## src/pan_map.svh

```systemverilog
`ifndef PAN_MAP_SVH
`define PAN_MAP_SVH

// ----------------------------------------------------------------
// Register offsets
// ----------------------------------------------------------------
`define PAN_OFS_PARTNER    5'h05
`define PAN_OFS_EXPANSION  5'h06
`define PAN_OFS_VENDOR     5'h10

// ----------------------------------------------------------------
// Partner ability fields
// ----------------------------------------------------------------
`define PAN_LP_NEXT_PAGE   15
`define PAN_LP_ACK         14
`define PAN_LP_FAULT       13
`define PAN_LP_RSV_HI      12
`define PAN_LP_RSV_LO      11
`define PAN_LP_FLOW        10
`define PAN_LP_T4          9
`define PAN_LP_FAST_FULL   8
`define PAN_LP_FAST_HALF   7
`define PAN_LP_TEN_FULL    6
`define PAN_LP_TEN_HALF    5
`define PAN_LP_SEL_HI      4
`define PAN_LP_SEL_LO      0
`define PAN_PARTNER_MASK   16'he7ff

// ----------------------------------------------------------------
// Expansion fields
// ----------------------------------------------------------------
`define PAN_EX_RSV_HI      15
`define PAN_EX_RSV_LO      5
`define PAN_EX_PD_FAULT    4
`define PAN_EX_LP_PAGE     3
`define PAN_EX_LOCAL_PAGE  2
`define PAN_EX_PAGE_RX     1
`define PAN_EX_LP_NEG      0
`define PAN_LOCAL_PAGE_VAL 1'h0

// ----------------------------------------------------------------
// Vendor configuration fields (stored slice is bits 15..8)
// ----------------------------------------------------------------
`define PAN_VC_HI          15
`define PAN_VC_LO          8
`define PAN_VC_CODE_BP     7
`define PAN_VC_SCR_BP      6
`define PAN_VC_ALIGN_BP    5
`define PAN_VC_FORCE_SD    4
`define PAN_VC_REPEATER    3
`define PAN_VC_FAST        2
`define PAN_VC_RSV         1
`define PAN_VC_RMII        0
`define PAN_VC_BYPASS_RST  4'h0
`define PAN_VC_FAST_RST    1'h1
`define PAN_VC_RSV_RST     1'h0
`define PAN_VC_LOW_READ    8'h00

`define PAN_ZERO16         16'h0000

`endif

```

## src/pan_pkg.sv

```systemverilog
package pan_pkg;

   typedef logic [15:0] pan_word_t;
   typedef logic [4:0]  pan_addr_t;
   typedef logic [7:0]  pan_vendor_t;

endpackage : pan_pkg

```

## src/pan_flag_if.sv

```systemverilog
`timescale 1ns/1ps
`default_nettype none

interface pan_flag_if;
   logic set;
   logic clr;
   logic q;

   modport owner (input set, input clr, output q);
   modport user  (output set, output clr, input q);
endinterface : pan_flag_if

`default_nettype wire

```

## src/pan_flag.sv

```systemverilog
`timescale 1ns/1ps
`default_nettype none

module pan_flag (
   input  wire logic   mclk,
   input  wire logic   nrst,
   pan_flag_if.owner   fl
);

   // ----------------------------------------------------------------
   // Latch-high flag
   // ----------------------------------------------------------------
   // Set is checked first so an event in the clearing cycle survives
   always_ff @(posedge mclk) begin
      if (!nrst) begin
         fl.q <= 1'b0;
      end else if (fl.set) begin
         fl.q <= 1'b1;
      end else if (fl.clr) begin
         fl.q <= 1'b0;
      end
   end
endmodule : pan_flag

`default_nettype wire

```

## src/pan_regs.sv

```systemverilog
`timescale 1ns/1ps
`default_nettype none
`include "pan_map.svh"

module pan_regs (
   input  wire logic              mclk,
   input  wire logic              nrst,
   input  wire pan_pkg::pan_addr_t reg_addr,
   input  wire pan_pkg::pan_word_t reg_wdata,
   input  wire logic              reg_wr,
   input  wire logic              reg_rd,
   output var  pan_pkg::pan_word_t reg_rdata,
   input  wire pan_pkg::pan_word_t an_word,
   input  wire logic              an_word_valid,
   input  wire logic              an_page_event,
   input  wire logic              an_pd_fault,
   input  wire logic              partner_local_extra_page_capable,
   input  wire logic              partner_an_able,
   input  wire logic              strap_repeater,
   input  wire logic              strap_rmii,
   input  wire logic              signal_detect_raw,
   output logic                   block_code_bypass,
   output logic                   whitening_bypass,
   output logic                   symbol_framing_bypass,
   output logic                   signal_detect,
   output logic                   repeater_mode,
   output logic                   fast_mode,
   output logic                   rmii_mode
);

   // ----------------------------------------------------------------
   // Pin synchronisers
   // ----------------------------------------------------------------
   // Not reset, so the strap levels are already settled by the time
   // a held reset releases and the vendor bits take them.
   logic [1:0] rep_sync;
   logic [1:0] rmii_sync;
   logic [1:0] sd_sync;

   always_ff @(posedge mclk) begin
      rep_sync  <= {rep_sync[0], strap_repeater};
      rmii_sync <= {rmii_sync[0], strap_rmii};
      sd_sync   <= {sd_sync[0], signal_detect_raw};
   end

   // ----------------------------------------------------------------
   // Address decode
   // ----------------------------------------------------------------
   wire sel_partner   = (reg_addr == `PAN_OFS_PARTNER);
   wire sel_expansion = (reg_addr == `PAN_OFS_EXPANSION);
   wire sel_vendor    = (reg_addr == `PAN_OFS_VENDOR);
   wire exp_read      = reg_rd && sel_expansion;
   wire vendor_write  = reg_wr && sel_vendor;

   // ----------------------------------------------------------------
   // Partner ability register
   // ----------------------------------------------------------------
   pan_pkg::pan_word_t partner_ability_reg;
   pan_pkg::pan_word_t next_partner;

   // Reserved bits are masked at load so they can never read as 1
   assign next_partner = an_word_valid
                       ? (an_word & `PAN_PARTNER_MASK)
                       : partner_ability_reg;

   // Whole word, acknowledge included, comes from the negotiation side
   always_ff @(posedge mclk) begin
      if (!nrst) begin
         partner_ability_reg <= `PAN_ZERO16;
      end else begin
         partner_ability_reg <= next_partner;
      end
   end

   wire next_page_flag       = partner_ability_reg[`PAN_LP_NEXT_PAGE];
   wire partner_ack_flag     = partner_ability_reg[`PAN_LP_ACK];
   wire remote_fault_flag    = partner_ability_reg[`PAN_LP_FAULT];
   wire partner_flow_control = partner_ability_reg[`PAN_LP_FLOW];
   wire partner_t4_ability   = partner_ability_reg[`PAN_LP_T4];
   wire fast_full_duplex_ability = partner_ability_reg[`PAN_LP_FAST_FULL];
   wire fast_half_duplex_ability = partner_ability_reg[`PAN_LP_FAST_HALF];
   wire ten_full_duplex_ability  = partner_ability_reg[`PAN_LP_TEN_FULL];
   wire ten_half_duplex_ability  = partner_ability_reg[`PAN_LP_TEN_HALF];

   // ----------------------------------------------------------------
   // Expansion register
   // ----------------------------------------------------------------
   logic partner_extra_page_capable;
   logic partner_negotiation_capable;

   always_ff @(posedge mclk) begin
      if (!nrst) begin
         partner_extra_page_capable  <= 1'b0;
         partner_negotiation_capable <= 1'b0;
      end else begin
         partner_extra_page_capable  <= partner_local_extra_page_capable;
         partner_negotiation_capable <= partner_an_able;
      end
   end

   pan_flag_if pdf_if ();
   pan_flag_if page_if ();

   assign pdf_if.set  = an_pd_fault;
   assign pdf_if.clr  = exp_read;
   assign page_if.set = an_page_event;
   assign page_if.clr = exp_read;

   pan_flag u_pdf_flag (
      .mclk (mclk),
      .nrst (nrst),
      .fl   (pdf_if.owner)
   );

   pan_flag u_page_flag (
      .mclk (mclk),
      .nrst (nrst),
      .fl   (page_if.owner)
   );

   wire parallel_detect_fault     = pdf_if.q;
   wire page_received             = page_if.q;
   wire local_extra_page_capable  = `PAN_LOCAL_PAGE_VAL;

   pan_pkg::pan_word_t negotiation_expansion_reg;

   always_comb begin
      negotiation_expansion_reg = `PAN_ZERO16;
      negotiation_expansion_reg[`PAN_EX_PD_FAULT]   = parallel_detect_fault;
      negotiation_expansion_reg[`PAN_EX_LP_PAGE]    =
         partner_extra_page_capable;
      negotiation_expansion_reg[`PAN_EX_LOCAL_PAGE] =
         local_extra_page_capable;
      negotiation_expansion_reg[`PAN_EX_PAGE_RX]    = page_received;
      negotiation_expansion_reg[`PAN_EX_LP_NEG]     =
         partner_negotiation_capable;
   end

   // ----------------------------------------------------------------
   // Vendor configuration register
   // ----------------------------------------------------------------
   // Only bits 15..8 are implemented; the low byte reads as zero.
   pan_pkg::pan_vendor_t vendor_hi;
   pan_pkg::pan_vendor_t next_vendor;
   pan_pkg::pan_vendor_t vendor_reset;
   pan_pkg::pan_word_t   vendor_config_reg;

   assign vendor_reset = {`PAN_VC_BYPASS_RST,
                          rep_sync[1],
                          `PAN_VC_FAST_RST,
                          `PAN_VC_RSV_RST,
                          rmii_sync[1]};

   assign next_vendor = !nrst        ? vendor_reset
                      : vendor_write ? reg_wdata[`PAN_VC_HI:`PAN_VC_LO]
                      : vendor_hi;

   // Synchronous reset reloads the straps each cycle it is held
   always_ff @(posedge mclk) begin
      vendor_hi <= next_vendor;
   end

   assign vendor_config_reg = {vendor_hi, `PAN_VC_LOW_READ};

   wire next_align_bp = next_vendor[`PAN_VC_ALIGN_BP];
   wire next_code_bp  = next_vendor[`PAN_VC_CODE_BP] | next_align_bp;
   wire next_scr_bp   = next_vendor[`PAN_VC_SCR_BP] | next_align_bp;
   wire next_sd       = sd_sync[1] | next_vendor[`PAN_VC_FORCE_SD];

   // ----------------------------------------------------------------
   // Control outputs
   // ----------------------------------------------------------------
   // Registered from the next vendor value so they move with the bits
   always_ff @(posedge mclk) begin
      block_code_bypass     <= next_code_bp;
      whitening_bypass      <= next_scr_bp;
      symbol_framing_bypass <= next_align_bp;
      signal_detect         <= next_sd;
      repeater_mode         <= next_vendor[`PAN_VC_REPEATER];
      fast_mode             <= next_vendor[`PAN_VC_FAST];
      rmii_mode             <= next_vendor[`PAN_VC_RMII];
   end

   // ----------------------------------------------------------------
   // Read path
   // ----------------------------------------------------------------
   // Data stands for one cycle only; unmapped offsets answer zero.
   pan_pkg::pan_word_t read_mux;
   pan_pkg::pan_word_t next_rdata;

   assign read_mux = sel_partner   ? partner_ability_reg
                   : sel_expansion ? negotiation_expansion_reg
                   : sel_vendor    ? vendor_config_reg
                   : `PAN_ZERO16;

   assign next_rdata = reg_rd ? read_mux : `PAN_ZERO16;

   always_ff @(posedge mclk) begin
      if (!nrst) begin
         reg_rdata <= `PAN_ZERO16;
      end else begin
         reg_rdata <= next_rdata;
      end
   end
endmodule : pan_regs

`default_nettype wire

```

## config.mk

```make
export PLATFORM = sky130hd
export DESIGN_NAME = pan_regs
export DESIGN_NICKNAME = d
export VERILOG_FILES = /design/src/pan_pkg.sv /design/src/pan_flag_if.sv /design/src/pan_flag.sv /design/src/pan_regs.sv
export VERILOG_INCLUDE_DIRS = /design/src
export SDC_FILE = /design/constraint.sdc
export NUM_CORES = 1
export LEC_CHECK = 0
export BUFFER_PORTS_ARGS = -buffer_cell sky130_fd_sc_hd__buf_2
export CORE_MARGIN = 5
export CORE_UTILIZATION = 40
export CTS_CLUSTER_SIZE = 12
export DETAILED_ROUTE_END_ITERATION = 10
export GPL_TIMING_DRIVEN = 0
export PLACE_DENSITY = 0.75
export SYNTH_ARGS = -nofsm -noshare
export SYNTH_HDL_FRONTEND = slang
export SYNTH_HIERARCHICAL = 1
export SYNTH_SLANG_ARGS = --single-unit
```

## constraint.sdc

```tcl
create_clock -name mclk -period 1.65 [get_ports mclk]
set_input_delay 0.495 -clock mclk [delete_from_list [all_inputs] [get_ports mclk]]
set_output_delay 0.495 -clock mclk [all_outputs]
set_load 0.03 [all_outputs]
```

Word-level counts from Yosys, hierarchy flattened
Cells that the tools add are included. W data, S select, Z words.

Bitwise logic cells: 5. Eq/ne operators: 3. Multiplexer cells: 8. Reductions and logical operators: 6.

Operators with widths (number): $mux W16 (3); $mux W8 (2); $eq A5 B3 Y1 const B (2); $eq A5 B5 Y1 const B (1); $reduce_bool A2 Y1 (2); $reduce_or A4 Y1 (1); $mux W1 (3); $or A1 B1 Y1 (3); $logic_and A1 B1 Y1 (2); $not A1 Y1 (2); $reduce_and A2 Y1 (1).

Flip-flop bits (word level): 55. Input port bits: 49. Word-level logic and storage cells: 41.

Logic depth before layout (Yosys ltp)
Gate-level depths: netlist (run 1).

Word-level depth: 5. Mapped depth: 5. Depth with buffers taken out: 4.

Modules after synthesis
The synthesis (run 1) kept the hierarchy.

By module, submodules not included: pan_regs (area each 1761.7 um2, cells an instance 172, times used 1); pan_flag (area each 41.3 um2, cells an instance 3, times used 2).

Worst setup path before layout (run 1)
Ideal clock, no wire load.

Path type: input to register. Start: input port reg_addr[1]. End: register u_page_flag.fl.q. Data arrival time: 1.363 ns. Stages on the path: 5. Required time: 1.535 ns. Path buffers: 1. Slack: 0.172 ns. Cells stage by stage: buf_2 > nor2b_1 > and3_1 > nor2b_4 > o21a_1.

Longest elaborated chain between the ends: 3.

RTL lines: from (decl) (line pan_regs.sv:8) `input wire pan_pkg::pan_addr_t reg_addr,`; $eq A5 B3 Y1 (no line); $logic_and A1 B1 Y1 (line pan_regs.sv:52) `wire exp_read = reg_rd && sel_expansion;`; via exp_read (line pan_regs.sv:52); $reduce_bool A2 Y1 (no line); to (signal assigned) (line pan_flag.sv:16) `fl.q <= 1'b0;`; to (signal assigned) (line pan_flag.sv:18) `fl.q <= 1'b1;`; to (signal assigned) (line pan_flag.sv:20) `fl.q <= 1'b0;`; to (decl) (line pan_flag_if.sv:9) `modport owner (input set, input clr, output q);`.

The timed path passes the listed nets, and every way through them passes these cells. A chain may end at the register's enable or synchronous reset.

==> results of run 1 <==
==> per-stage QoR <==
| stage | setup TNS (ns) | hold WS (ns) | total power [mW] | setup slack [ns] |
|---|---|---|---|---|
| 4_1_cts | 0 | 0.285 | 2.28 | 0.196 |
| 2_1_floorplan | 0 | 0.310 | 1.44 | 0.172 |
| 6_report | 0 | 0.291 | 2.26 | 0.213 |
| 3_3_place_gp | -0.0252 | 0.311 | 1.52 | -0.0133 |
| 5_1_grt | 0 | 0.278 | 2.36 | 0.162 |
| 3_5_place_dp | -0.105 | 0.312 | 1.52 | -0.0577 |
==> power breakdown <==
| part | total [mW] | switching (mW) | internal [mW] |
|---|---|---|---|
| combinational | 0.196 | 0.107 | 0.0893 |
| clock | 0.762 | 0.381 | 0.381 |
| sequential | 1.30 | 0.0174 | 1.28 |
| total | 2.26 | 0.506 | 1.75 |
==> cell usage after synthesis (2+ instances only) <==
cell / instances / area (µm²)
a211oi_1: 2 / 15.0
a21oi_1: 14 / 70.1
and2_1: 4 / 25.0
and3_1: 7 / 43.8
buf_2: 4 / 20.0
clkbuf_1: 4 / 15.0
dfxtp_1: 49 / 981
edfxtp_1: 2 / 60.1
inv_1: 2 / 7.51
mux2i_1: 14 / 140
nand2_1: 5 / 18.8
nand3_1: 20 / 100
nand3b_1: 6 / 45.0
nor2_1: 18 / 67.6
nor2b_1: 3 / 18.8
nor2b_4: 2 / 27.5
nor4_1: 2 / 12.5
o21a_1: 2 / 15.0
o21ai_0: 6 / 30.0
o2bb2ai_1: 2 / 17.5
==> area by class of cell <==
class	instances	area (µm²)
Buffer	10	53.8
Clock buffer	7	96.3
Fill cell	414	2100
Sequential cell	51	1040
Clock inverter	1	7.51
Inverter	2	7.51
Multi-Input combinational cell	115	742
Tap cell	52	65.1
Timing Repair Buffer	60	300
==> worst min-delay path by stage <==
| stage | startpoint | end | depth (start not counted) |
|---|---|---|---|
| after global routing | signal_detect_raw | sd_sync[0]$_DFF_P_ | 1 |
| after CTS | strap_repeater | rep_sync[0]$_DFF_P_ | 1 |
| after floorplan | rep_sync[0]$_DFF_P_ | rep_sync[1]$_DFF_P_ | 0 |
| after detailed placement | rmii_sync[0]$_DFF_P_ | rmii_sync[1]$_DFF_P_ | 0 |
| after global placement | rmii_sync[0]$_DFF_P_ | rmii_sync[1]$_DFF_P_ | 0 |
| final | strap_repeater | rep_sync[0]$_DFF_P_ | 1 |
==> cell families (layout without fill, tap and decap cells) <==
group,Yosys count,after routing,synth area share [%]
AO/OA/AOI/OAI,27,27,8.41
buffers and inverters,12,80,3.32
flip-flops,51,51,56.4
multiplexers,14,14,7.60
AND/OR/NAND/NOR,74,74,24.2
==> per-layer routing <==
layer / global-route usage, % / part of all wire [%] / up-vias
met1: 16.5 / 42 / 657
met3: 5.32 / 8.7 / 5
met4: 4.05 / 1.2 / 0
met2: 21.5 / 48 / 55
li1: - / - / 756
met5: 0 / 0 / -
==> impl_metrics.yaml, run 1 <==
critical_path:
  arrival_ns: 0.94
  r2r_end: "whitening_bypass$_DFF_P_"
  cp_cell_sequence: "buf_2"
  end_kind: "output pin"
  reg2reg_slack_ns: 0.82
  cpPeakStageDelay_ns: 0.41
  start_kind: "flip-flop"
  cp_num_buf_inv: 1
  cp.required_ns: 1.15
  critical_path_class: "flip-flop to output pin"
  cp_max_fo: 5
  rr_worst_depth: 2
  crit_cells: 1
  r2r-start: "vendor_hi[5]$_DFF_P_"
  cp-startpoint: "vendor_hi[5]$_DFF_P_"
  path_delay_family: "flip-flops"
  slowest_stage: "dfxtp_1"
  cp-endpoint: "symbol_framing_bypass"
finish:
  largest_register_ffs: 16
  final_nets: 294
  fin_cells: 298
  diodes: 0
  final_util_pct: 52.4
  drive_gt1_share_pct: 32.1
  final_cell_mix: "64 x buf_2, 49 x dfxtp_1, 20 x nand3_1, 18 x nor2_1"
  syn2layout_area_growth_pct: 25.4
  layout_commonest_cell: "buf_2"
  finalInstanceArea_mm2: 0.00231
logic_synthesis:
  synth.distinct_cells: 30
  synth_seq_cells: 51
  syn_nets: 227
  synthCells: 178
  yosysWarnings: 6
  synth_area_mm2: 0.00184
  synth-edff-count: 2
  async_flop_share_pct: 0
  seq_area_frac_synth_pct: 56.4
  synthFlopType: "dfxtp_1"
  synth.avg_cell_area_um2: 10.4
clock_network:
  numCtsBuffers: 5
  ctsResizeCount: 0
  hold_buffers: 0
  htreeDepth: 2
  cts.sinks: 51
  clk_pin_slew_ns: 0.09
  cts_tree: "done"
  post-cts-setup-buffers: 0
  clk_latency_ns: 0.30
  cts_buffer_depth: 2
  root_buffer: "clkbuf_8"
timing:
  fin_crit_ns: 1.44
  hold_viol: 0
  rsz0062_at_grt: "false"
  min_period_over_period_pct: 87.1
  setup_violations: 0
  slew_headroom_pct: 63.8
  drv_slew: 0
  skew_ns: 0.00539
  fmax_mhz: 696
  worstMarginPinSlew_ns: 0.542
floorplanning:
  die_w_um: 77.9
  core_mm2: 0.00441
  die_h_um: 77.9
  initial_utilization_pct: 41.8
  dieArea_mm2: 0.00607
  io_pins: 72
  rows: 24
pwr:
  ir_drop_mv: 0.400
  p_per_area_mw_per_mm2: 975
  p_leak_nw: 1.05
detailed_routing:
  drtIter0Drc: 78
  post-route-drc-count: 0
  drtAntennaViolNets: 0
  wl_per_cell_um: 13.6
  wirelength_um: 4050
  vias_per_cell: 4.94
  vias: 1473
  dr.pass1.iters: 4
placement:
  gp_congestion: 0.753
  dp.cells: 290
  hpwl_um: 3180
  dpl_cell_area_mm2: 0.00221
  portBuffers: 60
global_routing:
  grt_pass1_wl_um: 6510
  first_global_vias: 1380
  grt_max_degree: 16
  track_usage_pct: 13.4
  grt_antenna_before_repair: 0
  grt.overflow.total: 0
run_status:
  status: "finished, final reports clean"
min_path:
  hp-class: "input port to flip-flop"
flow_run:
  drv_cap: 0
No activity file was read; power rests on OpenSTA's default activity.
==> run 2, diff against run 1 <==
CORE_ASPECT_RATIO = 0.7   (was default)
==> run 2 against run 1 <==
Against the previous run:
- sequential cell count unchanged
- first-iteration DRC count down 14%
- sequential share of layout area up 0.24 points
- clock skew up 0.0016 ns
- combinational power about the same
- global-route usage up 1.0 points
- total power down 2.5%
- setup slack better by 0.0053 ns
- die area up 0.36%
- non-clock buffer count unchanged
- sequential power about the same
- critical path type unchanged
==> impl_metrics.yaml, run 2 (synthesized netlist as in run 1, its figures left out) <==
timing:
  rsz0062_at_grt: "false"
  fin_crit_ns: 1.43
  slew_headroom_pct: 62.5
  worstMarginPinSlew_ns: 0.560
  tns_ns: 0
  skew_ns: 0.00703
  drv_slew: 0
  setup_violations: 0
  hold_viol: 0
  min_period_over_period_pct: 86.8
  whs_ns: 0.296
  fmax_mhz: 699
clock_network:
  clk_pin_slew_ns: 0.08
  post-cts-setup-buffers: 0
  cts_tree: "done"
  clk_latency_ns: 0.30
  cts_buffer_depth: 2
  cts.sinks: 51
  htreeDepth: 2
  root_buffer: "clkbuf_8"
  ctsResizeCount: 0
  numCtsBuffers: 5
  hold_buffers: 0
finish:
  largest_register_ffs: 16
  final_cell_mix: "64 x buf_2, 49 x dfxtp_1, 20 x nand3_1, 18 x nor2_1"
  diodes: 0
  layout_commonest_cell: "buf_2"
  final_nets: 294
  fill_cells: 435
  drive_gt1_share_pct: 31.8
  syn2layout_area_growth_pct: 24.8
detailed_routing:
  dr.pass1.iters: 4
  wirelength_um: 4240
  vias: 1507
  post-route-drc-count: 0
  drtIter0Drc: 67
  drtAntennaViolNets: 0
  wl_per_cell_um: 14.1
  vias_per_cell: 5.02
min_path:
  min_from: "strap_rmii"
  hp-class: "input port to flip-flop"
floorplanning:
  io_pins: 72
  dieArea_mm2: 0.00609
  core_mm2: 0.00440
  die_h_um: 66.8
  die_w_um: 91.2
  initial_utilization_pct: 41.9
  rows: 20
global_routing:
  grt_antenna_before_repair: 0
  grt_max_degree: 15
  first_global_vias: 1400
  grt_pass1_wl_um: 6880
  grt.overflow.total: 0
  track_usage_pct: 14.4
critical_path:
  cp_cell_sequence: "buf_2"
  cp.required_ns: 1.15
  critical_path_class: "flip-flop to output pin"
  r2r-start: "vendor_hi[5]$_DFF_P_"
  cp_num_buf_inv: 1
  slowest_stage: "dfxtp_1"
  cp_max_fo: 5
  cp-startpoint: "vendor_hi[5]$_DFF_P_"
  reg2reg_slack_ns: 0.85
  end_kind: "output pin"
  cpPeakStageDelay_ns: 0.41
  path_delay_family: "flip-flops"
  arrival_ns: 0.94
  start_kind: "flip-flop"
pwr:
  p_leak_nw: 1.05
  p_per_area_mw_per_mm2: 956
  p_total_mw: 2.20
  ir_drop_mv: 0.525
placement:
  gp_congestion: 0.812
  portBuffers: 60
  hpwl_um: 3360
flow_run:
  drv_cap: 0
run_status:
  status: "finished, final reports clean"
run 2: final cells by class:
class / count / area [µm²] / share of cell area, %
Sequential cell: 51 / 1040 / 45.2
Multi-Input combinational cell: 115 / 742 / 32.2
Timing Repair Buffer: 60 / 300 / 13.1
Clock buffer: 6 / 82.6 / 3.59
Tap cell: 55 / 68.8 / 2.99
Buffer: 10 / 53.8 / 2.34
Inverter: 2 / 7.51 / 0.326
Clock inverter: 1 / 5.00 / 0.218
run 2: metal layers:
layer  track usage, %  vias up  part of all wire [%]
li1                 -      752                     -
met3             5.76        8                   9.3
met4             3.85        0                   1.4
met2             20.9       55                    42
met1             19.8      692                    47
met5                0        -                     0
run 2: path summary, 6_finish.rpt:
path	to	depth (start not counted)
setup / recovery	symbol_framing_bypass	1
hold reg to reg	rmii_sync[1]$_DFF_P_	0
setup reg to reg	block_code_bypass$_DFF_P_	2
hold / removal	rmii_sync[0]$_DFF_P_	1
run 2: report_power, final:
part           internal, mW  switching, mW  leakage [nW]
Clock                 0.330          0.375        0.0470
Sequential             1.28         0.0184         0.422
Combinational        0.0892          0.108         0.579
run 2: metrics by stage:
| stage | setup slack [ns] | area [µm²] | util (%) | instances |
|---|---|---|---|---|
| finish | 0.219 | 2300 | 52.2 | 300 |
| global route | 0.138 | 2300 | 52.2 | 300 |
| CTS | 0.207 | 2300 | 52.2 | 300 |
| detailed placement | -0.0710 | 2210 | 50.3 | 293 |
| global placement | -0.0618 | 2210 | 50.3 | 293 |
| floorplan | 0.172 | 1840 | - | 178 |
